**config.mk**
```make
export PLATFORM = sky130hd
export DESIGN_NAME = fer_host
export DESIGN_NICKNAME = d
export VERILOG_FILES = /design/src/logic/fer_pkg.sv /design/src/logic/fer_host.sv
export SDC_FILE = /design/constraint.sdc
export NUM_CORES = 1
export LEC_CHECK = 0
export ABC_CLOCK_PERIOD_IN_PS = 2350
export BUFFER_PORTS_ARGS = -buffer_cell sky130_fd_sc_hd__buf_2
export CAP_MARGIN = 20
export CORE_MARGIN = 4
export CORE_UTILIZATION = 35
export CTS_CLUSTER_SIZE = 40
export DETAILED_ROUTE_END_ITERATION = 8
export SYNTH_ARGS = -nofsm -noshare
export SYNTH_HDL_FRONTEND = slang
export SYNTH_SLANG_ARGS = --single-unit
```
**constraint.sdc**
```tcl
create_clock -name SYS_CLK -period 2.35 [get_ports SYS_CLK]
set_input_delay 0 -clock SYS_CLK [delete_from_list [all_inputs] [get_ports SYS_CLK]]
set_output_delay 0 -clock SYS_CLK [all_outputs]
set_load 0.05 [all_outputs]
```
**src/logic/fer_pkg.sv**
```systemverilog
// Constants shared by the flash erase, reset and status host controller
package fer_pkg;
  // Software register offsets (byte addresses)
  localparam logic [3:0] REG_CTRL = 4'h0;
  localparam logic [3:0] REG_BLOCK = 4'h4;
  localparam logic [3:0] REG_STAT = 4'h8;
  localparam logic [3:0] REG_ID = 4'hC;
  // Control register fields
  localparam int CTRL_OP_LSB = 0;
  localparam int CTRL_WEN_BIT = 3;
  // Status register fields seen by software
  localparam int ST_MARK_LSB = 8;
  localparam int ST_BUSY = 16;
  localparam int ST_DONE = 17;
  localparam int ST_BAD = 18;
  localparam int ST_REFUSED = 19;
  localparam int ST_EFAIL = 20;
  localparam int ST_CHK_OK = 21;
  localparam int ID_DEV_LSB = 8;
  // Device status byte layout
  localparam int SR_FAIL = 0;
  localparam int SR_READY = 6;
  localparam int SR_WP = 7;
  localparam logic [7:0] STAT_KEEP = 8'hC1;
  // Device command codes
  localparam logic [7:0] CMD_ERASE = 8'h60;
  localparam logic [7:0] CMD_CONFIRM = 8'hD0;
  localparam logic [7:0] CMD_RESET = 8'hFF;
  localparam logic [7:0] CMD_STATUS = 8'h70;
  localparam logic [7:0] CMD_SIG = 8'h90;
  localparam logic [7:0] CMD_SPARE = 8'h50;
  localparam logic [7:0] CMD_MAIN = 8'h00;
  localparam logic [7:0] SIG_ADDR = 8'h00;
  localparam logic [7:0] MARK_COL = 8'h05;
  localparam logic [7:0] MARK_GOOD = 8'hFF;
  localparam logic [7:0] LAST_ADDR_MASK = 8'h03;
  localparam int BLK_LO_BITS = 3;
  localparam int BLK_LO_SHIFT = 5;
  // Timing
  localparam int CLK_NS = 25;
  localparam int T_STROBE_NS = 50;
  localparam int T_WB_NS = 100;
  localparam int STROBE_CYC = (T_STROBE_NS + CLK_NS - 1) / CLK_NS;
  localparam int WB_CYC = (T_WB_NS + CLK_NS - 1) / CLK_NS;
  typedef enum logic [2:0] {
    OP_NONE = 3'h0,
    OP_ERASE = 3'h1,
    OP_RESET = 3'h2,
    OP_STATUS = 3'h3,
    OP_SIG = 3'h4,
    OP_CHECK = 3'h5
  } fer_op_e;
  typedef enum logic [2:0] {
    K_CMD = 3'h0,
    K_ADDR = 3'h1,
    K_WAIT = 3'h2,
    K_READ = 3'h3,
    K_END = 3'h4
  } fer_kind_e;
  typedef enum logic [2:0] {
    S_IDLE = 3'h0,
    S_FETCH = 3'h1,
    S_LOW = 3'h2,
    S_HIGH = 3'h3,
    S_WAIT = 3'h4
  } fer_state_e;
endpackage

```
**src/logic/fer_host.sv**
```systemverilog
// Host controller driving erase, reset, status and signature cycles
`timescale 1ns/10ps
module fer_host
  import fer_pkg::*;
#(
  parameter int BLOCK_W = 5
) (
  input wire logic SYS_CLK,
  input wire logic RST,
  input wire logic [3:0] ADDR,
  input wire logic [31:0] WDATA,
  input wire logic WR,
  input wire logic RD,
  output logic [31:0] RDATA,
  output logic CLE,
  output logic ALE,
  output logic CE_N,
  output logic WE_N,
  output logic RE_N,
  output logic WP_N,
  input wire logic [7:0] IO_IN,
  output logic [7:0] IO_OUT,
  output logic IO_OE,
  input wire logic RB_N
);
  typedef struct packed {
    fer_state_e st;
    fer_op_e op;
    logic [3:0] step;
    logic [3:0] ph;
    logic rdi;
    logic cle, ale, we_n, re_n, ce_n, io_oe;
    logic [7:0] io_out;
    logic wen;
    logic [BLOCK_W-1:0] blk;
    logic [7:0] stat, mark, id0, id1;
    logic done, bad, refused, efail, chk_ok, saw_stat;
    logic [BLOCK_W-1:0] chk_blk;
    logic [31:0] rdata;
  } fer_regs_s;

  localparam fer_regs_s RESET_S = '{st: S_IDLE, op: OP_NONE, we_n: 1'b1,
    re_n: 1'b1, ce_n: 1'b1, default: '0};
  localparam logic [3:0] STROBE_END = 4'(STROBE_CYC - 1);
  localparam logic [3:0] WB_END = 4'(WB_CYC);

  fer_regs_s r, n;
  logic [10:0] item;
  logic [7:0] row_lo, row_hi;
  fer_op_e wr_op;

  // One step of the per-operation bus script: {kind, byte}
  function automatic logic [10:0] seq_item(fer_op_e op, logic [3:0] step,
                                           logic [7:0] a1, logic [7:0] a2);
    logic [10:0] it;
    it = {K_END, 8'h00};
    case (op)
      OP_ERASE: begin
        case (step)
          4'h0: it = {K_CMD, CMD_ERASE};
          4'h1: it = {K_ADDR, a1};
          4'h2: it = {K_ADDR, a2};
          4'h3: it = {K_CMD, CMD_CONFIRM};
          4'h4: it = {K_WAIT, 8'h00};
          4'h5: it = {K_CMD, CMD_STATUS};
          4'h6: it = {K_READ, 8'h00};
          default: it = {K_END, 8'h00};
        endcase
      end
      OP_RESET: begin
        case (step)
          4'h0: it = {K_CMD, CMD_RESET};
          4'h1: it = {K_WAIT, 8'h00};
          default: it = {K_END, 8'h00};
        endcase
      end
      OP_STATUS: begin
        case (step)
          4'h0: it = {K_CMD, CMD_STATUS};
          4'h1: it = {K_READ, 8'h00};
          default: it = {K_END, 8'h00};
        endcase
      end
      OP_SIG: begin
        case (step)
          4'h0: it = {K_CMD, CMD_SIG};
          4'h1: it = {K_ADDR, SIG_ADDR};
          4'h2: it = {K_WAIT, 8'h00};
          4'h3: it = {K_READ, 8'h00};
          4'h4: it = {K_READ, 8'h00};
          default: it = {K_END, 8'h00};
        endcase
      end
      // fresh pointer command ends the marker read
      OP_CHECK: begin
        case (step)
          4'h0: it = {K_CMD, CMD_SPARE};
          4'h1: it = {K_ADDR, MARK_COL};
          4'h2: it = {K_ADDR, a1};
          4'h3: it = {K_ADDR, a2};
          4'h4: it = {K_WAIT, 8'h00};
          4'h5: it = {K_READ, 8'h00};
          4'h6: it = {K_CMD, CMD_MAIN};
          default: it = {K_END, 8'h00};
        endcase
      end
      default: it = {K_END, 8'h00};
    endcase
    return it;
  endfunction

  // Row bytes of page zero of the selected block
  // upper data lines forced low in last address cycle
  assign row_lo = 8'({r.blk[BLK_LO_BITS-1:0], 5'h00});
  assign row_hi = 8'(r.blk >> BLK_LO_BITS) & LAST_ADDR_MASK;
  assign item = seq_item(r.op, r.step, row_lo, row_hi);
  assign wr_op = fer_op_e'(WDATA[CTRL_OP_LSB +: 3]);

  // Sequencer and software register file
  always_comb begin
    n = r;
    n.rdata = 32'h0000_0000;
    case (r.st)
      S_IDLE: begin
        n.ce_n = 1'b1;
      end
      S_FETCH: begin
        n.ph = 4'h0;
        case (fer_kind_e'(item[10:8]))
          K_CMD, K_ADDR: begin
            n.cle = (fer_kind_e'(item[10:8]) == K_CMD);
            n.ale = (fer_kind_e'(item[10:8]) == K_ADDR);
            n.io_out = item[7:0];
            n.io_oe = 1'b1;
            n.we_n = 1'b0;
            n.st = S_LOW;
          end
          K_READ: begin
            n.re_n = 1'b0;
            n.st = S_LOW;
          end
          K_WAIT: n.st = S_WAIT;
          default: begin
            n.st = S_IDLE;
            n.ce_n = 1'b1;
            n.done = 1'b1;
            // marker other than FFh marks a bad block
            if (r.op == OP_CHECK) begin
              n.bad = (r.mark != MARK_GOOD);
              n.chk_ok = (r.mark == MARK_GOOD);
              n.chk_blk = r.blk;
            end
            // erase failure kept for block replacement
            if (r.op == OP_ERASE) begin
              n.efail = r.stat[SR_FAIL];
            end
          end
        endcase
      end
      S_LOW: begin
        n.ph = r.ph + 4'h1;
        if (r.ph == STROBE_END) begin
          // Sample on the last low cycle, before the strobe rises
          if (!r.re_n) begin
            case (r.op)
              OP_SIG: begin
                if (r.rdi) n.id1 = IO_IN;
                else n.id0 = IO_IN;
                n.rdi = 1'b1;
              end
              OP_CHECK: n.mark = IO_IN;
              default: n.stat = IO_IN & STAT_KEEP;
            endcase
          end
          if (r.cle && r.io_out == CMD_STATUS) n.saw_stat = 1'b1;
          n.we_n = 1'b1;
          n.re_n = 1'b1;
          n.ph = 4'h0;
          n.st = S_HIGH;
        end
      end
      S_HIGH: begin
        n.ph = r.ph + 4'h1;
        if (r.ph == STROBE_END) begin
          n.cle = 1'b0;
          n.ale = 1'b0;
          n.io_oe = 1'b0;
          n.step = r.step + 4'h1;
          n.st = S_FETCH;
        end
      end
      // busy wait then status read closes every erase
      S_WAIT: begin
        if (r.ph != WB_END) n.ph = r.ph + 4'h1;
        else if (RB_N) begin
          n.step = r.step + 4'h1;
          n.st = S_FETCH;
        end
      end
      default: n.st = S_IDLE;
    endcase
    // Software writes
    if (WR && ADDR == REG_BLOCK) n.blk = WDATA[BLOCK_W-1:0];
    if (WR && ADDR == REG_CTRL) begin
      n.wen = WDATA[CTRL_WEN_BIT];
      if (wr_op != OP_NONE) begin
        // erase only a block whose marker was read good
        if (r.st != S_IDLE || (wr_op == OP_ERASE && !(r.chk_ok &&
            r.chk_blk == r.blk && WDATA[CTRL_WEN_BIT]))) begin
          n.refused = 1'b1;
        end else begin
          n.op = wr_op;
          n.step = 4'h0;
          n.rdi = 1'b0;
          n.st = S_FETCH;
          n.ce_n = 1'b0;
          n.done = 1'b0;
          n.refused = 1'b0;
          n.saw_stat = 1'b0;
          if (wr_op == OP_CHECK) n.chk_ok = 1'b0;
        end
      end
    end
    // Software reads, answered one cycle later
    if (RD) begin
      case (ADDR)
        REG_CTRL: n.rdata = 32'({r.wen, r.op});
        REG_BLOCK: n.rdata = 32'(r.blk);
        REG_STAT: begin
          n.rdata[7:0] = r.stat;
          n.rdata[ST_MARK_LSB +: 8] = r.mark;
          n.rdata[ST_BUSY] = (r.st != S_IDLE);
          n.rdata[ST_DONE] = r.done;
          n.rdata[ST_BAD] = r.bad;
          n.rdata[ST_REFUSED] = r.refused;
          n.rdata[ST_EFAIL] = r.efail;
          n.rdata[ST_CHK_OK] = r.chk_ok;
        end
        REG_ID: begin
          n.rdata[7:0] = r.id0;
          n.rdata[ID_DEV_LSB +: 8] = r.id1;
        end
        default: n.rdata = 32'h0000_0000;
      endcase
    end
  end

  // State register, synchronous reset
  always_ff @(posedge SYS_CLK) begin
    if (RST) r <= RESET_S;
    else r <= n;
  end

  assign RDATA = r.rdata;
  assign CLE = r.cle;
  assign ALE = r.ale;
  assign CE_N = r.ce_n;
  assign WE_N = r.we_n;
  assign RE_N = r.re_n;
  assign WP_N = r.wen;
  assign IO_OUT = r.io_out;
  assign IO_OE = r.io_oe;

  // Latch edges of command and address cycles, for checking
  logic cmd_wr, addr_wr, fin;
  assign cmd_wr = r.st == S_HIGH && r.ph == 4'h0 && r.cle;
  assign addr_wr = r.st == S_HIGH && r.ph == 4'h0 && r.ale;
  assign fin = r.st == S_FETCH && fer_kind_e'(item[10:8]) == K_END;
endmodule

```
==> run summary, run 1 <==
top layer in use - met4
combinational fraction of design power - 5.4%
power per cell area - 601 mW/mm²
height of the die - 123 µm
gate count after technology mapping - 523
sort of element at the start of the critical path - flip-flop
FP Rows - 41
clock transition at the registers of the reported paths - 0.07 ns
HPWL after DPL - 8320 µm
remaining number of nets flagged by the antenna check after routing - 0
share of final-layout standard cells stronger than drive strength 1 - 20.9%
number of synthesized flops with an enable pin - 0
class of the tightest hold or removal check - in -> reg
fraction of registers with async set or reset after synthesis - 0%
detailed-routed wire length on met2 - 5300 µm
portion of total power attributed to the clock network - 45.2%
cell type contributing the most total cell area after synthesis - dfxtp_1
most common flop cell mapped by yosys - dfxtp_1
number of global-route vias before repair - 3595
CTS tree - done
clock root buffer - clkbuf_16
worst vdd rail ir drop - 0.353 mV
Post CTS Setup Buffer Count - 0
required time of the worst setup path - 2.60 ns
Total Negative Setup Slacks - 0 ns
post-route fraction of the period consumed by the critical path - 94.1%
area delta synth->final - 16.0%
first-pass GRT wire length - 18400 µm
final setup slack of the worst path - 0.139 ns
# DRC - 0
H-tree levels - 3
GRT Overall Usage - 15.3%
Synth Warn # - 0
Floorplan Core Area - 0.0128 mm²
antenna diode count - 0
largest net degree at the start of global routing - 63
routed wire length - 11400 µm
initial standard-cell utilization of the core - 36.2%
setup repair after global routing missed its margin - false
status - completed
cell type of the slowest stage on the worst timing path - or4_4
top cell type's share of synthesized area - 40.5%
Final min period - 2.21 ns
maximum fanout encountered on the critical timing path - 8
leading cell types by total area after synthesis - dfxtp_1, mux2i_1, buf_4, nor2_1, a21oi_1
total setup violations reported at the end of the flow - 0
worst relative slew slack - 55.4%
post-DR wirelength/cell - 15.4 µm
minimum setup slack after placement - 0.0947 ns
leakage power total - 2.18 nW
number of hold-slack violations in the final timing report - 0
die footprint - 0.0152 mm²
Clock Skews - 0.00653 ns
number of I/O pins - 96
Synth cell types - 66
Syn Area/Cell - 8.88 µm²
Clock Sink Count - 94
Metal-1 WL - 5360 µm
transition time at the pin with the least slew margin - 0.670 ns
maximum capacitance violations - 0
later-pin clock latency in the skew report - 0.34 ns
cells traversed along the worst timing path - inv_1 -> ha_2 -> nor3_2 -> nor3_2 -> o221a_2 -> or4_4 -> a221oi_2
classification of the worst setup path - reg -> reg
Clock Path Buffers - 2
count of pins over their slew limit - 0
overflow left after global routing - 0
Vias/cell - 5.11
cell repeated most along the worst path - nor3_2
last weighted congestion value of the routability-driven placer - 0.876
part of the Yosys area used for sequential elements - 40.5%
FF+latch count, synth - 94
Sequential Power Share - 49.4%
Final Util - 42.0%
Setup crit end kind - flip-flop
max incr delay on CP - 0.55 ns
Net count, final - 623
met3 routed wirelength - 603 µm
Port Buffer Count - 58
Achievable Freq - 0.452 GHz
count of routing violations after the opening detailed-route iteration - 319
number of clock buffers inserted by TritonCTS - 9
antenna violations before repair - 0
Via Count - 3793
switching power as a share of total power - 22.8%
net load switching power - 0.737 mW
Internal Power - 2.50 mW
Die Span X - 123 µm
number of iterations in the first detailed-routing pass - 4
summed instance area of the synthesized netlist - 0.00465 mm²
CP Data Arrival Time - 2.47 ns
==> final timing paths <==
path	startpoint	to	slack, ns	cells past startpoint
max	r[100]	r[38]	0.14	7
min	ADDR[0]	RDATA[0]	0.08	3
max reg2reg	r[100]	r[38]	0.14	7
min reg2reg	r[42]	r[42]	0.47	2
==> routing by layer <==
metal | vias up | track usage (%)
li1 | 1896 | -
met1 | 1783 | 21.2
met2 | 102 | 23.9
met3 | 12 | 3.16
met4 | 0 | 5.05
met5 | - | 0
==> registers in the layout, indices dropped and copies added, names as in the netlist <==
signal  cells
RDATA      22
CLE         1
ALE         1
IO_OUT      8
CE_N        1
RE_N        1
r          57
WP_N        1
IO_OE       1
WE_N        1
==> power by group through the flow <==
stage | clock network, mW | logic (mW) | registers (mW)
floorplan | 0 | 0.113 | 1.64
global placement | 0 | 0.156 | 1.64
detailed placement | 0 | 0.157 | 1.64
CTS | 1.49 | 0.174 | 1.60
global route | 1.55 | 0.189 | 1.60
finish | 1.46 | 0.174 | 1.60
==> cell families after synthesis <==
kind of cell | count (synthesis) | synth area share [%]
AOI/OAI and AO/OA | 108 | 15.6
buffers and inverters | 79 | 10.2
xor gates and xnor gates | 11 | 2.07
adders and majority gates | 7 | 1.89
DFF | 94 | 40.5
other | 1 | 0.0807
and+or+nand+nor | 183 | 20.7
muxes | 40 | 8.97
==> synth_stat cells (all sizes together), types with 2 or more instances <==
cell and n:
o21ai 18, nor4 3, a22o 2, a21boi 2, a221oi 2, o22ai 2, nand4 7, o221ai 3
nand4b 2, nor2b 11, clkbuf 20, a311oi 3, a31oi 6, a211o 3, nand2 15, or2 4
and3b 2, inv 8, and3 11, mux2i 36, buf 51, a21oi 31, o221a 2, xor2 8
nand2b 4, ha 7, and2 3, mux2 3, or3b 4, xnor2 3, o21bai 6, nor2 81
a211oi 9, or4 2, a22oi 12, nor4b 2, nor3b 3, nand3 9, nor3 14, a21o 2
dfxtp 94
==> worst max-delay path, delay by kind of cell, from the launching register on <==
kind                     cells  cell delay (ns)
AO/OA/AOI/OAI                2             0.54
adder cells (fa/ha/maj)      1             0.25
buffers and inverters        1             0.08
flip-flops                   1             0.38
AND/OR/NAND/NOR              3             0.87
==> cell usage in the layout (no fill, tap or decap), types with 8 or more instances in the layout <==
master         count
a211oi_1           9
a21oi_1           30
a22oi_1           12
and3_1            11
buf_2             58
buf_4             23
clkbuf_16          9
conb_1            10
dfxtp_1           94
dlygate4sd3_1     13
inv_1              8
mux2i_1           36
nand2_1           15
nand3_1            9
nor2_1            81
nor2b_1            9
nor3_1             9
o21ai_0           15
xor2_1             8
==> final cells by class <==
type	instances	area (µm²)
well taps	172	215
flip-flops and latches	94	1880
inverters	8	30.0
clock buffers	10	239
multi-input cells	359	2350
fillers	1280	7430
clock inverters	4	56.3
repair buffers	95	613
==> timing repair <==
action	in CTS	in global routing
hold buffers	13	0
setup endpoints to repair	0	14
hold endpoints to repair	35	0
gates resized for setup	0	7
==> per-stage QoR <==
step	hold slack [ns]	power [mW]	std cells	cell area [µm²]
floorplan	0.136	1.75	532	4680
global placement	0.251	1.79	715	4940
detailed placement	0.251	1.79	715	4940
CTS	0.0708	3.26	742	5370
global route	0.0826	3.34	742	5390
finish	0.0789	3.24	742	5390
Note: power is estimated with default switching activity, not from simulation.
==> inputs of run 2 (changes only) <==
--- a/config.mk
+++ b/config.mk
@@ -12,6 +12,8 @@
 export CORE_UTILIZATION = 35
 export CTS_CLUSTER_SIZE = 40
 export DETAILED_ROUTE_END_ITERATION = 8
+export GPL_TIMING_DRIVEN = 0
+export REMOVE_ABC_BUFFERS = 1
 export SYNTH_ARGS = -nofsm -noshare
 export SYNTH_HDL_FRONTEND = slang
 export SYNTH_SLANG_ARGS = --single-unit
==> run 2 against run 1 <==
  * Non-clock buffer count shrank 16
  * Combinational power is essentially flat
  * Critical path depth decreased by 2
  * First-iteration DRC count decreased by 18%
  * Clock skew is 0.00094 ns higher
  * Flip-flop and latch count is the same
  * Hold slack worse by 0.065 ns
  * Clock-buffer cell count fell by 1
  * Final cell count decreased by 1.9%
  * Register-to-register slack lost 0.098 ns
  * Core utilization barely moved
  * Global-route usage decreased by 0.31 points
  * Largest power group unchanged
==> run summary, run 2 (same netlist as run 1, synthesis figures left out) <==
detailed-routed wire length on met2 - 5000 µm
GRT Overall Usage - 15.0%
largest net degree at the start of global routing - 64
post-route fraction of the period consumed by the critical path - 98.3%
power per cell area - 592 mW/mm²
setup repair after global routing missed its margin - false
post-DR wirelength/cell - 15.5 µm
antenna diode count - 0
last weighted congestion value of the routability-driven placer - 0.888
HP Start - ADDR[0]
Floorplan Core Area - 0.0128 mm²
count of pins over their slew limit - 0
# DRC - 0
register with the highest flop count - r
class of the tightest hold or removal check - in -> reg
Total Negative Setup Slacks - 0 ns
remaining number of nets flagged by the antenna check after routing - 0
die footprint - 0.0152 mm²
FP Rows - 41
total setup violations reported at the end of the flow - 0
required time of the worst setup path - 2.58 ns
worst vdd rail ir drop - 0.349 mV
Via Count - 3743
first-pass GRT wire length - 18000 µm
worst relative slew slack - 53.0%
count of routing violations after the opening detailed-route iteration - 263
Finished Layout Cells - 728
number of filler instances in the final layout - 1260
maximum capacitance violations - 0
most frequent standard cell in the layout excluding fill and tap cells - dfxtp_1
clock transition at the registers of the reported paths - 0.07 ns
leakage power total - 2.14 nW
later-pin clock latency in the skew report - 0.34 ns
sort of element at the start of the critical path - flip-flop
number of global-route vias before repair - 3550
Die Span X - 123 µm
Net count, final - 607
top library cells by usage in the layout, fill and taps aside - dfxtp_1, nor2_1, buf_2, mux2i_1, a21oi_1
Vias/cell - 5.14
max incr delay on CP - 0.50 ns
CP Data Arrival Time - 2.54 ns
maximum fanout encountered on the critical timing path - 13
number of I/O pins - 96
Clock Sink Count - 94
Port Buffer Count - 58
CTS tree - done
destination of the worst register-to-register timing path - ALE
overflow left after global routing - 0
transition time at the pin with the least slew margin - 0.701 ns
cells traversed along the worst timing path - or3b_4 -> or4_4 -> and4_4 -> a21oi_4 -> mux2_1
Achievable Freq - 0.433 GHz
number of clock buffers inserted by TritonCTS - 9
HPWL after DPL - 7880 µm
Clock Path Buffers - 2
Reg2Reg Setup Slack - 0.04 ns
Setup crit end kind - flip-flop
number of hold-slack violations in the final timing report - 0
antenna violations before repair - 0
max FFs per register - 57
number of iterations in the first detailed-routing pass - 4
Final min period - 2.31 ns
Final Util - 42.0%
met3 routed wirelength - 674 µm
Top delay family on crit path - simple AND/OR/NAND/NOR gates
height of the die - 123 µm
routed wire length - 11300 µm
status - completed
classification of the worst setup path - reg -> reg
top layer in use - met4
area delta synth->final - 15.9%
cell total after placement - 694
share of final-layout standard cells stronger than drive strength 1 - 20.5%
initial standard-cell utilization of the core - 36.2%
destination of the worst hold path - RDATA[0]
clock root buffer - clkbuf_16
H-tree levels - 3
worst hold path stage count - 3
source of the worst register-to-register timing path - r[104]
Clock Skews - 0.00747 ns
Metal-1 WL - 5420 µm
combined buffer and inverter count along the critical path - 0
cell type of the slowest stage on the worst timing path - or3b_4
number of cells traversed by the worst register-to-register path - 5
-- run 2: cell types whose count changed in the layout (fill, tap and decap cells not counted), sizes merged --
cell,before,now
inv,9,13
buf,82,66
bufinv,1,0
clkbuf,10,9
-- run 2: per-stage QoR --
| step | area (µm²) | setup WS, ns | hold slack, ns | total power [mW] |
|---|---|---|---|---|
| after detailed placement | 4770 | -0.587 | 0.251 | 1.78 |
| final | 5390 | 0.0408 | 0.0142 | 3.19 |
| after CTS | 5240 | 0.00598 | 0.0130 | 3.21 |
| after floorplan | 4240 | 0.0273 | 0.0662 | 1.71 |
| after global placement | 4740 | -0.687 | 0.247 | 1.78 |
| after global routing | 5390 | 0.0103 | 0.0250 | 3.30 |
-- run 2: worst register-to-register path, delay by kind of cell (launching register included) --
family          cells  cell delay (ns)
simple gates        3             1.23
compound gates      1             0.17
mux                 1             0.33
flops               1             0.46
-- run 2: what timing repair did --
action                                 in CTS  in global routing
endpoints found under the hold margin      35                  0
buffers inserted                            0                  4
pin swaps                                   1                  2
hold buffers                               13                  0
gates resized for setup                    15                 12
setup endpoints to repair                  29                 31
-- run 2: layer usage --
metal	vias to the layer above	global-route usage, %
li1	1868	-
met1	1759	20.6
met2	98	23.0
met3	18	3.57
met4	0	5.40
met5	-	0
-- run 2: worst max-delay path by stage --
| stage | cells after the start | from | to | slack [ns] |
|---|---|---|---|---|
| floorplan | 6 | r[96] | r[51] | 0.03 |
| global placement | 4 | ADDR[2] | RDATA[7] | -0.69 |
| detailed placement | 5 | r[106] | r[58] | -0.59 |
| CTS | 6 | r[96] | r[60] | 0.006 |
| global route | 5 | r[107] | r[38] | 0.01 |
| finish | 5 | r[104] | ALE | 0.04 |
-- run 2: power by group --
| group | internal, mW | leakage, nW | switching (mW) | total [mW] |
|---|---|---|---|---|
| Combinational | 0.0546 | 1.24 | 0.117 | 0.172 |
| Sequential | 1.59 | 0.760 | 0.00563 | 1.60 |
| Clock | 0.744 | 0.145 | 0.675 | 1.42 |
-- run 2: final cells by class --
| type | instances | area, µm² | area share, % |
|---|---|---|---|
| multi-input cells | 359 | 2440 | 45.4 |
| flip-flops and latches | 94 | 1890 | 35.1 |
| repair buffers | 79 | 518 | 9.62 |
| clock buffers | 9 | 225 | 4.18 |
| well taps | 172 | 215 | 4.00 |
| clock inverters | 7 | 62.6 | 1.16 |
| inverters | 8 | 30.0 | 0.557 |
